File: src/design/boot_loader_consts.svh
// Constants for the serial bootstrap loader block.
`ifndef BOOT_LOADER_CONSTS_SVH
`define BOOT_LOADER_CONSTS_SVH
`define CLK_MHZ          125
`define INIT_TIME_US     1000
`define INIT_CYCLES      (`INIT_TIME_US * `CLK_MHZ + 1)
`define TX_DELAY_US      1300
`define TX_DELAY_CYCLES  (`TX_DELAY_US * `CLK_MHZ)
`define ZERO_BYTE_BITS   9
`define CODE_BYTES       32
`define LOAD_BASE_ADDR   24'h00fa40
// The acknowledge value is arbitrary; it only has to be fixed for one device.
`define ACK_BYTE_VALUE   8'h3c
`define FIFO_DEPTH       4
`define FIFO_WIDTH       8
`define IDX_W            5
`define CNT_W            24
`endif

File: src/design/boot_loader_pkg.sv
// Types shared by the serial bootstrap loader files.
package boot_loader_pkg;
  typedef struct packed {
    logic [23:0] addr;
    logic [7:0]  data;
  } load_write_t;
  typedef enum logic [3:0] {
    ST_IDLE, ST_INIT, ST_WAIT_START, ST_MEASURE, ST_WAIT_STOP, ST_TX_DELAY,
    ST_SEND_ACK, ST_LOAD, ST_RUN
  } boot_state_t;
endpackage

File: src/design/byte_fifo.sv
// Small valid/ready FIFO that buffers received code bytes.
`timescale 1ns/1ps
`default_nettype none
module byte_fifo #(
  parameter int WIDTH = 8,
  parameter int DEPTH = 4
) (
  input  wire logic             clk_in,
  input  wire logic             sys_rst_in,
  input  wire logic [WIDTH-1:0] wr_data_in,
  input  wire logic             wr_valid_in,
  output logic                  wr_ready_out,
  output logic      [WIDTH-1:0] rd_data_out,
  output logic                  rd_valid_out,
  input  wire logic             rd_ready_in
);
  localparam int AW = $clog2(DEPTH);
  logic [WIDTH-1:0] mem_ff [DEPTH];
  logic [AW-1:0]    wr_ptr_ff;
  logic [AW-1:0]    rd_ptr_ff;
  logic [AW:0]      count_ff;
  wire              do_wr = wr_valid_in & wr_ready_out;
  wire              do_rd = rd_valid_out & rd_ready_in;

  assign wr_ready_out = (count_ff != (AW+1)'(DEPTH));
  assign rd_valid_out = (count_ff != '0);
  assign rd_data_out  = mem_ff[rd_ptr_ff];

  always_ff @(posedge clk_in) begin
    if (do_wr) begin
      mem_ff[wr_ptr_ff] <= wr_data_in;
    end
  end

  always_ff @(posedge clk_in) begin
    if (sys_rst_in) begin
      wr_ptr_ff <= '0;
      rd_ptr_ff <= '0;
      count_ff  <= '0;
    end else begin
      if (do_wr) begin
        wr_ptr_ff <= (wr_ptr_ff == AW'(DEPTH - 1)) ? '0 : wr_ptr_ff + 1'b1;
      end
      if (do_rd) begin
        rd_ptr_ff <= (rd_ptr_ff == AW'(DEPTH - 1)) ? '0 : rd_ptr_ff + 1'b1;
      end
      count_ff <= count_ff + (AW+1)'(do_wr) - (AW+1)'(do_rd);
    end
  end
endmodule
`default_nettype wire

File: src/design/boot_loader.sv
// Serial bootstrap entry: autobaud on a zero byte, acknowledge, load 32 bytes, run.
`timescale 1ns/1ps
`default_nettype none
`include "boot_loader_consts.svh"
module boot_loader
  import boot_loader_pkg::*;
#(
  parameter int INIT_CYCLES     = `INIT_CYCLES,
  parameter int TX_DELAY_CYCLES = `TX_DELAY_CYCLES
) (
  input  wire logic        clk_in,
  input  wire logic        sys_rst_in,
  input  wire logic        sw_reset_in,
  input  wire logic        boot_strap_pin_in,
  input  wire logic        serial_receive_line_in,
  output logic             serial_transmit_line_out,
  output logic             serial_transmit_oe_out,
  output logic             bootstrap_loader_mode_out,
  output logic [15:0]      baud_factor_out,
  output load_write_t      mem_write_out,
  output logic             mem_write_valid_out,
  output logic             branch_out,
  output logic [23:0]      branch_addr_out
);
  // Pin inputs pass two flip-flops; the first stage feeds only the second.
  logic rx_meta_ff, rx_ff, strap_meta_ff, strap_ff, rx_prev_ff;
  logic rst_seen_ff;
  always_ff @(posedge clk_in) begin
    rx_meta_ff    <= serial_receive_line_in;
    rx_ff         <= rx_meta_ff;
    strap_meta_ff <= boot_strap_pin_in;
    strap_ff      <= strap_meta_ff;
    rx_prev_ff    <= rx_ff;
  end
  wire rx_fall = rx_prev_ff & ~rx_ff;
  wire rx_rise = ~rx_prev_ff & rx_ff;

  boot_state_t      state_ff, nxt_state;
  logic             mode_ff;
  logic [`CNT_W-1:0] cnt_ff;
  logic [15:0]      baud_ff;
  logic             oe_ff, tx_ff;
  logic [`IDX_W:0]  rx_count_ff;
  logic [`IDX_W-1:0] wr_idx_ff;
  logic [15:0]      bit_cnt_ff;
  logic [3:0]       bit_idx_ff;
  logic [9:0]       shift_ff;
  logic             rx_busy_ff;
  logic [7:0]       rx_data_ff;
  logic             rx_done_ff;
  logic             branch_ff;
  load_write_t      mem_wr_ff;
  logic             mem_wr_v_ff;

  wire cnt_zero = (cnt_ff == '0);
  wire bit_tick = (bit_cnt_ff == 16'h0000);
  // Half a bit; the receiver first samples one and a half bits after the start edge, mid data bit 0.
  wire [15:0] half_bit = {1'b0, baud_ff[15:1]};

  // The strap is caught one cycle after the hardware reset releases.
  always_ff @(posedge clk_in) begin
    if (sys_rst_in) begin
      rst_seen_ff <= 1'b1;
      mode_ff     <= 1'b0;
    end else begin
      rst_seen_ff <= 1'b0;
      if (sw_reset_in) begin
        mode_ff <= 1'b0;
      end else if (rst_seen_ff) begin
        mode_ff <= ~strap_ff;
      end
    end
  end

  // Byte FIFO between receiver and memory writer; the writer drains one per cycle.
  logic [7:0] fifo_data;
  logic       fifo_valid, fifo_wready;
  wire        fifo_rready = (state_ff == ST_LOAD) || (state_ff == ST_RUN);
  byte_fifo #(
    .WIDTH (`FIFO_WIDTH),
    .DEPTH (`FIFO_DEPTH)
  ) u_fifo (
    .clk_in       (clk_in),
    .sys_rst_in   (sys_rst_in),
    .wr_data_in   (rx_data_ff),
    .wr_valid_in  (rx_done_ff),
    .wr_ready_out (fifo_wready),
    .rd_data_out  (fifo_data),
    .rd_valid_out (fifo_valid),
    .rd_ready_in  (fifo_rready)
  );

  always_comb begin
    nxt_state = state_ff;
    case (state_ff)
      ST_IDLE:       if (rst_seen_ff == 1'b0 && mode_ff) nxt_state = ST_INIT;
      ST_INIT:       if (cnt_zero) nxt_state = ST_WAIT_START;
      ST_WAIT_START: if (rx_fall) nxt_state = ST_MEASURE;
      ST_MEASURE:    if (rx_rise) nxt_state = ST_TX_DELAY;
      ST_TX_DELAY:   if (cnt_zero) nxt_state = ST_SEND_ACK;
      ST_SEND_ACK:   if (bit_tick && bit_idx_ff == 4'd9) nxt_state = ST_LOAD;
      ST_LOAD:       if (wr_idx_ff == `IDX_W'(`CODE_BYTES - 1) && fifo_valid) begin
        nxt_state = ST_RUN;
      end
      ST_RUN:        nxt_state = ST_RUN;
      default:       nxt_state = ST_IDLE;
    endcase
    if (!mode_ff) nxt_state = ST_IDLE;
  end

  always_ff @(posedge clk_in) begin
    if (sys_rst_in) begin
      state_ff <= ST_IDLE;
      cnt_ff   <= '0;
      baud_ff  <= 16'h0001;
      oe_ff    <= 1'b0;
      tx_ff    <= 1'b1;
      bit_cnt_ff <= '0;
      bit_idx_ff <= '0;
      shift_ff   <= '0;
    end else begin
      state_ff <= nxt_state;
      case (state_ff)
        ST_IDLE: begin
          cnt_ff <= `CNT_W'(INIT_CYCLES);
          oe_ff  <= 1'b0;
        end
        ST_INIT: cnt_ff <= cnt_ff - 1'b1;
        ST_WAIT_START: cnt_ff <= '0;
        ST_MEASURE: begin
          cnt_ff <= cnt_ff + 1'b1;
          if (rx_rise) begin
            // Nine bit times divided by nine gives clocks per bit.
            baud_ff <= 16'((cnt_ff + `CNT_W'(`ZERO_BYTE_BITS / 2)) / `ZERO_BYTE_BITS);
            cnt_ff  <= `CNT_W'(TX_DELAY_CYCLES);
          end
        end
        ST_TX_DELAY: begin
          cnt_ff <= cnt_ff - 1'b1;
          if (cnt_zero) begin
            oe_ff      <= 1'b1;
            shift_ff   <= {1'b1, `ACK_BYTE_VALUE, 1'b0};
            bit_idx_ff <= '0;
            bit_cnt_ff <= baud_ff - 1'b1;
            tx_ff      <= 1'b0;
          end
        end
        ST_SEND_ACK: begin
          if (bit_tick) begin
            bit_cnt_ff <= baud_ff - 1'b1;
            bit_idx_ff <= bit_idx_ff + 1'b1;
            shift_ff   <= {1'b1, shift_ff[9:1]};
            tx_ff      <= (bit_idx_ff == 4'd9) ? 1'b1 : shift_ff[1];
          end else begin
            bit_cnt_ff <= bit_cnt_ff - 1'b1;
          end
        end
        default: ;
      endcase
    end
  end

  // Receiver for the code bytes, at the derived baud factor.
  logic [15:0] rx_cnt_ff;
  logic [3:0]  rx_bit_ff;
  logic [7:0]  rx_sh_ff;
  wire rx_enable = (state_ff == ST_LOAD) && (rx_count_ff != (`IDX_W+1)'(`CODE_BYTES));
  always_ff @(posedge clk_in) begin
    if (sys_rst_in) begin
      rx_busy_ff  <= 1'b0;
      rx_cnt_ff   <= '0;
      rx_bit_ff   <= '0;
      rx_sh_ff    <= '0;
      rx_data_ff  <= '0;
      rx_done_ff  <= 1'b0;
      rx_count_ff <= '0;
    end else begin
      rx_done_ff <= 1'b0;
      if (!rx_busy_ff) begin
        if (rx_enable && rx_fall) begin
          rx_busy_ff <= 1'b1;
          rx_cnt_ff  <= half_bit + baud_ff;
          rx_bit_ff  <= '0;
        end
      end else if (rx_cnt_ff == '0) begin
        rx_cnt_ff <= baud_ff - 1'b1;
        rx_bit_ff <= rx_bit_ff + 1'b1;
        if (rx_bit_ff == 4'd8) begin
          rx_busy_ff <= 1'b0;
          // A byte that finds the FIFO full is dropped; the writer drains faster than a frame.
          rx_done_ff  <= fifo_wready;
          rx_data_ff  <= rx_sh_ff;
          rx_count_ff <= rx_count_ff + 1'b1;
        end else begin
          rx_sh_ff <= {rx_ff, rx_sh_ff[7:1]};
        end
      end else begin
        rx_cnt_ff <= rx_cnt_ff - 1'b1;
      end
    end
  end

  // Memory writer: bytes land in order from the load base; the branch fires with the last write.
  always_ff @(posedge clk_in) begin
    if (sys_rst_in) begin
      wr_idx_ff   <= '0;
      mem_wr_ff   <= '0;
      mem_wr_v_ff <= 1'b0;
      branch_ff   <= 1'b0;
    end else begin
      mem_wr_v_ff <= 1'b0;
      branch_ff   <= 1'b0;
      if (state_ff == ST_LOAD && fifo_valid) begin
        mem_wr_ff.addr <= `LOAD_BASE_ADDR + {19'h00000, wr_idx_ff};
        mem_wr_ff.data <= fifo_data;
        mem_wr_v_ff    <= 1'b1;
        wr_idx_ff      <= wr_idx_ff + 1'b1;
      end
      if (state_ff == ST_LOAD && nxt_state == ST_RUN) begin
        branch_ff <= 1'b1;
      end
    end
  end

  assign serial_transmit_line_out  = tx_ff;
  assign serial_transmit_oe_out    = oe_ff;
  assign bootstrap_loader_mode_out = mode_ff;
  assign baud_factor_out           = baud_ff;
  assign mem_write_out             = mem_wr_ff;
  assign mem_write_valid_out       = mem_wr_v_ff;
  assign branch_out                = branch_ff;
  assign branch_addr_out           = `LOAD_BASE_ADDR;
endmodule
`default_nettype wire

File: config.mk
export PLATFORM = sky130hd
export DESIGN_NAME = boot_loader
export DESIGN_NICKNAME = d
export VERILOG_FILES = /design/src/design/boot_loader_pkg.sv /design/src/design/byte_fifo.sv /design/src/design/boot_loader.sv
export VERILOG_INCLUDE_DIRS = /design/src /design/src/design
export SDC_FILE = /design/constraint.sdc
export NUM_CORES = 1
export LEC_CHECK = 0
export ABC_AREA = 0
export BUFFER_PORTS_ARGS = -buffer_cell sky130_fd_sc_hd__buf_2
export CORE_MARGIN = 8
export CORE_UTILIZATION = 68
export CTS_CLUSTER_SIZE = 40
export DETAILED_ROUTE_END_ITERATION = 16
export PLACE_DENSITY = 0.88
export SLEW_MARGIN = 20
export SYNTH_ARGS = -nofsm -noshare
export SYNTH_HDL_FRONTEND = slang
export SYNTH_SLANG_ARGS = --single-unit
File: constraint.sdc
create_clock -name clk_in -period 22.5 [get_ports clk_in]
set_clock_uncertainty 0.15 [all_clocks]
set_input_delay 4.5 -clock clk_in [delete_from_list [all_inputs] [get_ports clk_in]]
set_output_delay 4.5 -clock clk_in [all_outputs]
set_load 0.02 [all_outputs]
==> results of run 1 <==
[logic make-up after synthesis]
family                   after synthesis
multiplexers                          41
AND/OR/NAND/NOR                      692
flip-flops                           186
other                                  2
AO/OA/AOI/OAI                        521
buffers and inverters                185
XOR/XNOR                              98
adder cells (fa/ha/maj)               60
[layout by cell type, fill, tap and decap left out, types with 31 or more instances in the layout]
cell and count:
a21oi_1 120, nor2_1 171, conb_1 36, xor2_1 35, dfxtp_1 154, a211oi_1 36
nand2_1 198, xnor2_1 60, ha_1 56, nor3_1 73, nand3_1 46, edfxtp_1 32
o21ai_0 84, o211ai_1 31, buf_2 44, inv_1 49
[power groups by stage]
stage	Sequential, uW	Clock, uW	Combinational (uW)
after global placement	349	0	401
after floorplan	347	0	343
final	341	302	423
after CTS	341	301	414
after global routing	341	316	462
after detailed placement	349	0	410
[final cells by class]
type	instances	area (um2)	share of cell area, %
Multi-Input combinational cell	1448	9480	63.4
Sequential cell	186	4040	27.0
Clock buffer	18	439	2.93
Tap cell	275	344	2.30
Timing Repair Buffer	57	318	2.12
Inverter	50	188	1.25
Clock inverter	14	153	1.02
[worst paths after layout]
kind / startpoint / endpoint / depth (start not counted)
setup / recovery: cnt_ff[2] / baud_factor_out[0] / 40
hold reg to reg: rx_meta_ff / rx_ff / 0
hold / removal: rx_meta_ff / rx_ff / 0
setup reg to reg: cnt_ff[2] / baud_factor_out[0] / 40
[worst max-delay path, delay by kind of cell, from the launching register on]
kind	cells	cell delay, ps
AOI/OAI and AO/OA	21	6190
adders and majority gates	2	600
DFF	1	530
muxes	4	1690
and+or+nand+nor	13	3710
[routing by layer]
metal	vias up	track usage (%)	part of all wire, %
met1	6456	36.7	42
met4	0	10.9	3.2
met3	114	4.78	7.5
li1	6468	-	-
met5	-	0	0
met2	731	46.4	47
[through the flow]
stage / total power (uW) / setup WS [ps] / instance area [um2]
global placement: 749 / 10270 / 14400
detailed placement: 758 / 9950 / 14400
global route: 1120 / 8550 / 15000
CTS: 1060 / 9890 / 15000
finish: 1070 / 9510 / 15000
floorplan: 690 / 11770 / 14400
[flip-flops by register name (all words and copies together) (netlist names), 5 cells and up]
name,flops
shift_ff,9
baud_factor_out,16
rx_count_ff,6
rx_sh_ff,8
mem_write_out,14
u_fifo.mem_ff,32
wr_idx_ff,5
cnt_ff,24
rx_data_ff,8
rx_cnt_ff,16
bit_cnt_ff,16
==> results.toml, run 1 <==
[run_status]
outcome = "finished clean"

[power_and_ir_drop]
power.share.clock_pct = 28.3
p_sw_uw = 417
p_int_uw = 649
p_per_area_nw_per_um2 = 71.2
p_leak_uw = 0.00557
p_comb_share_pct = 39.7
pwr-share-seq_pct = 32.0
ir_drop_uv = 61.5
p_sw_share_pct = 39.1

[grt]
grt_max_degree = 93
grt_pass1_wl_um = 62300
grt-ovfl-total = 0
grt_pass1_vias = 12659
grt_usage_pct = 28.3
antenna_found_initial = 0

[yosys]
synth_top_family_by_area = "compound AO/OA/AOI/OAI gates"
ys_warn_count = 0
synth_top_area_share_pct = 21.6
synth_area_leaders = "dfxtp_1, edfxtp_1, nand2_1, ha_1, nor2_1"
seq_area_frac_synth_pct = 28.3
async_reset_ff_share_pct = 0
synthFlopType = "dfxtp_1"
avgSynthCellArea_um2 = 8.01
netlist_area_um2 = 14300
synth-xor-area-share_pct = 6.16
ys_top_cells_by_count = "nand2_1, nor2_1, dfxtp_1"
yosysMostFrequentCell = "nand2_1"
yosys.area.top_type = "dfxtp_1"
synth_mux_area_share_pct = 3.83
ys_types = 123
ys_ff_latch = 186
synth_edf_count = 32
syn_inst = 1785
synth_compound_area_share_pct = 25.9
synth_fa_ha_area_share_pct = 5.32
yosys.area_share.simple_pct = 24.2

[sta]
final.period_utilization_pct = 57.7
period_needed_ps = 12990
rsz0062_at_grt = "false"
slew_headroom_pct = 27.7
hold_viol = 0
finalSetupTns_ps = 0
slew_violations = 0
finalSetupViolations = 0
max_slew.worst_pin.slew_ps = 1080
max_freq_ghz = 0.0770
hold_slack_ps = 179

[final_layout]
antenna-diode-count = 0
finalNetCount = 1823
finalNonFillerCells = 2048
area_growth_pct = 4.75
fillers = 1616
final_util_pct = 71.9
drive_gt1_share_pct = 10.8

[floorplanning]
die_w_um = 161
coreArea_um2 = 20800
start_util_pct = 68.6
pin_count = 82
fp.dieArea_um2 = 25900
fp-row-count = 53
die_h_um = 161

[critical_path]
reg2reg_setup_slack_ps = 9510
cp_slowest_stage_delay_ps = 730
cp_max_fo = 11
critPathMostFrequentCell = "a211oi_2"
cp-start-kind = "flop"
worstPathRequired_ps = 22700
path_class = "reg -> reg"
slowest_stage = "a21boi_1"
arrival_ps = 13180
end_kind = "flop"

[job]
cap_viol_max_count = 0

[clock_network]
cts_hold_buf = 0
clock_path_buffers = 2
cts_resized = 0
cts_root_buffer = "clkbuf_16"
htree_levels = 4
postCtsSetupBuffers = 0
cts.clk_slew.worst_paths_ps = 70
cts.sink_count = 186
clock_latency_ps = 450
cts_tree = "built"
numCtsBuffers = 17

[drt]
dr.first_iter.drc_count = 1774
drt_pre_antenna_iters = 8
drc = 0
vias_per_cell = 6.72
drt-total-wl_um = 38200
wl_per_cell_um = 18.7
vias = 13769
ant_nets = 0

[place]
dp_hpwl_um = 26900
placedCellCount = 2016
routabilityCongestion = 0.926
numPortBuffers = 45

[min_path]
hold_class = "reg -> reg"
(Power assumes the default switching activity.)
==> inputs of run 2 (changes only) <==
--- a/config.mk
+++ b/config.mk
@@ -6,13 +6,13 @@
 export SDC_FILE = /design/constraint.sdc
 export NUM_CORES = 1
 export LEC_CHECK = 0
-export ABC_AREA = 0
+export ABC_AREA = 1
 export BUFFER_PORTS_ARGS = -buffer_cell sky130_fd_sc_hd__buf_2
 export CORE_MARGIN = 8
-export CORE_UTILIZATION = 68
+export CORE_UTILIZATION = 57
 export CTS_CLUSTER_SIZE = 40
 export DETAILED_ROUTE_END_ITERATION = 16
-export PLACE_DENSITY = 0.88
+export PLACE_DENSITY = 0.78
 export SLEW_MARGIN = 20
 export SYNTH_ARGS = -nofsm -noshare
 export SYNTH_HDL_FRONTEND = slang
==> constraint.sdc (replaced) <==
create_clock -name clk_in -period 11.2 [get_ports clk_in]
set_clock_uncertainty 0.15 [all_clocks]
set_input_delay 2.24 -clock clk_in [delete_from_list [all_inputs] [get_ports clk_in]]
set_output_delay 2.24 -clock clk_in [all_outputs]
set_load 0.02 [all_outputs]
==> run 2 against run 1 <==
Compared with the run above:
- final area increased by 2.5%
- core utilization decreased by 8.2 points
- via count is 3.6% lower
- synthesized cell count rose by 12%
- sequential cell count did not move
- die area up 14%
- fmax rose by 22%
- count of clock-buffer cells in the layout is 1 lower
- worst hold slack improved by 2.4 ps
==> results.toml, run 2 <==
[yosys]
synth_mux_area_share_pct = 0.226
yosys.area_share.simple_pct = 31.5
synth_compound_area_share_pct = 16.0
ys_top_cells_by_count = "nand2_1, inv_1, nor2_1"
synth_area_leaders = "dfxtp_1, nand2_1, inv_1, edfxtp_1, nor2_1"
ys_ff_latch = 186
seq_area_frac_synth_pct = 29.2
async_reset_ff_share_pct = 0
ys_types = 69
synthFlopType = "dfxtp_1"
synth-xor-area-share_pct = 4.42
synth_edf_count = 32
syn_inst = 1997
ys_warn_count = 0
yosys.area.top_type = "dfxtp_1"
netlist_area_um2 = 13900
synth_fa_ha_area_share_pct = 5.35
synth_top_family_by_area = "simple AND/OR/NAND/NOR gates"
synth_top_area_share_pct = 22.2
yosysMostFrequentCell = "nand2_1"
avgSynthCellArea_um2 = 6.94

[drt]
dr.first_iter.drc_count = 958
drt_pre_antenna_iters = 5
wl_per_cell_um = 15.1
dr_wl_met3_um = 2230
ant_nets = 0
top_layer = "met4"
vias_per_cell = 5.58
wl_met2_um = 17500
wl_met1_um = 15300
drt-total-wl_um = 36000
drc = 0
vias = 13271

[floorplanning]
die_h_um = 172
coreArea_um2 = 24100
start_util_pct = 57.5
pin_count = 82
die_w_um = 172
fp-row-count = 57
fp.dieArea_um2 = 29600

[grt]
grt_max_degree = 97
grt_pass1_wl_um = 56600
grt-ovfl-total = 0
grt_pass1_vias = 11758
grt_usage_pct = 23.1
antenna_found_initial = 1

[final_layout]
final_util_pct = 63.6
finalNetCount = 2106
layout_commonest_cell = "nand2_1"
reg_top3 = "u_fifo.mem_ff x32, cnt_ff x24"
multi_input_area_um2 = 8430
top_register = "u_fifo.mem_ff"
register_area_um2 = 4070
largest_reg_flops = 32
area_growth_pct = 10.7
antenna-diode-count = 0
layout_common_cells = "nand2_1, inv_1, nor2_1"
drive_gt1_share_pct = 18.1
fillers = 2129

[critical_path]
path_class = "reg -> reg"
cp_slowest_stage_delay_ps = 410
critPathMostFrequentCell = "nand2_4"
slowest_stage = "dfxtp_4"
cp-start-kind = "flop"
end_kind = "flop"
worstPathRequired_ps = 11390
arrival_ps = 10830
cp_max_fo = 8

[clock_network]
numCtsBuffers = 17
clock_path_buffers = 2
cts_hold_buf = 0
htree_levels = 4
cts_root_buffer = "clkbuf_16"
cts_tree = "built"
cts.sink_count = 186
cts.clk_slew.worst_paths_ps = 80
clock_latency_ps = 450

[sta]
slew_violations = 0
final.period_utilization_pct = 95.0
max_slew.worst_pin.slew_ps = 1040
slew_headroom_pct = 30.7
period_needed_ps = 10640
finalSetupViolations = 0
max_freq_ghz = 0.0940
finalSetupTns_ps = 0
hold_viol = 0

[job]
cap_viol_max_count = 0

[place]
numPortBuffers = 45
dp_hpwl_um = 25000
routabilityCongestion = 0.941

[run_status]
outcome = "finished clean"

[min_path]
hold_class = "reg -> reg"
-- run 2: cell count changes in the layout (fill, tap and decap cells not counted), moves of 34 or more --
cell	change
nand2_4	+46
xnor2_1	-50
nand2_1	+93
nor2_1	+46
nor3_1	-34
nand3_1	+67
nand2_2	+69
inv_1	+225
o21ai_0	+71
-- run 2: cell type report --
class                      count  area share (%)
multi-input combinational   1432            55.0
sequential                   186            26.5
inverter                     315            7.90
timing repair buffer          91            3.72
clock buffer                  17            2.77
tap                          324            2.64
clock inverter                15            1.49
-- run 2: per-stage QoR --
stage          worst slack (ps)  cells  cell area (um2)  hold slack [ps]
6_report                    557   2380            15300              182
2_1_floorplan              1920   2031            14000              160
5_1_grt                    -280   2380            15300              196
4_1_cts                     323   2341            14700              190
3_3_place_gp                954   2309            14000              164
3_5_place_dp                395   2309            14000              170
-- run 2: critical path, delay by kind of cell (launching register included) --
family          cells  cell delay (ps)
fa+ha+maj           2              350
buf+inv            10             1080
xor+xnor            1              230
flops               1              410
simple gates       77             7660
compound gates      5              630
-- run 2: routing by layer --
| metal | vias up | global-route usage, % |
|---|---|---|
| met1 | 6161 | 29.2 |
| met4 | 0 | 7.95 |
| met2 | 475 | 39.6 |
| met3 | 82 | 3.49 |
| met5 | - | 0 |
| li1 | 6553 | - |
-- run 2: worst paths after layout --
kind              depth (start not counted)  slack, ps        from            endpoint
hold reg to reg                           0        180  rx_meta_ff               rx_ff
setup reg to reg                         95        560   cnt_ff[2]  baud_factor_out[0]
setup / recovery                         95        560   cnt_ff[2]  baud_factor_out[0]
hold / removal                            0        180  rx_meta_ff               rx_ff
-- run 2: logic make-up (layout without fill, tap and decap cells) --
logic type      count (synthesis)  in the layout
xor+xnor                       67             67
buf+inv                       413            438
fa+ha+maj                      58             58
compound gates                384            384
other cells                     2             36
mux                             3              3
simple gates                  884            884
flops                         186            186
-- run 2: what timing repair did --
action / 4_1_cts / 5_1_grt
buffers inserted: 0 / 39
endpoints found under the setup margin: 0 / 2
gates resized for setup: 0 / 86
Power of run 2 is left out: the tool's default activity adds up to more than one toggle a clock period on the data nets, which glitch-free logic cannot reach.
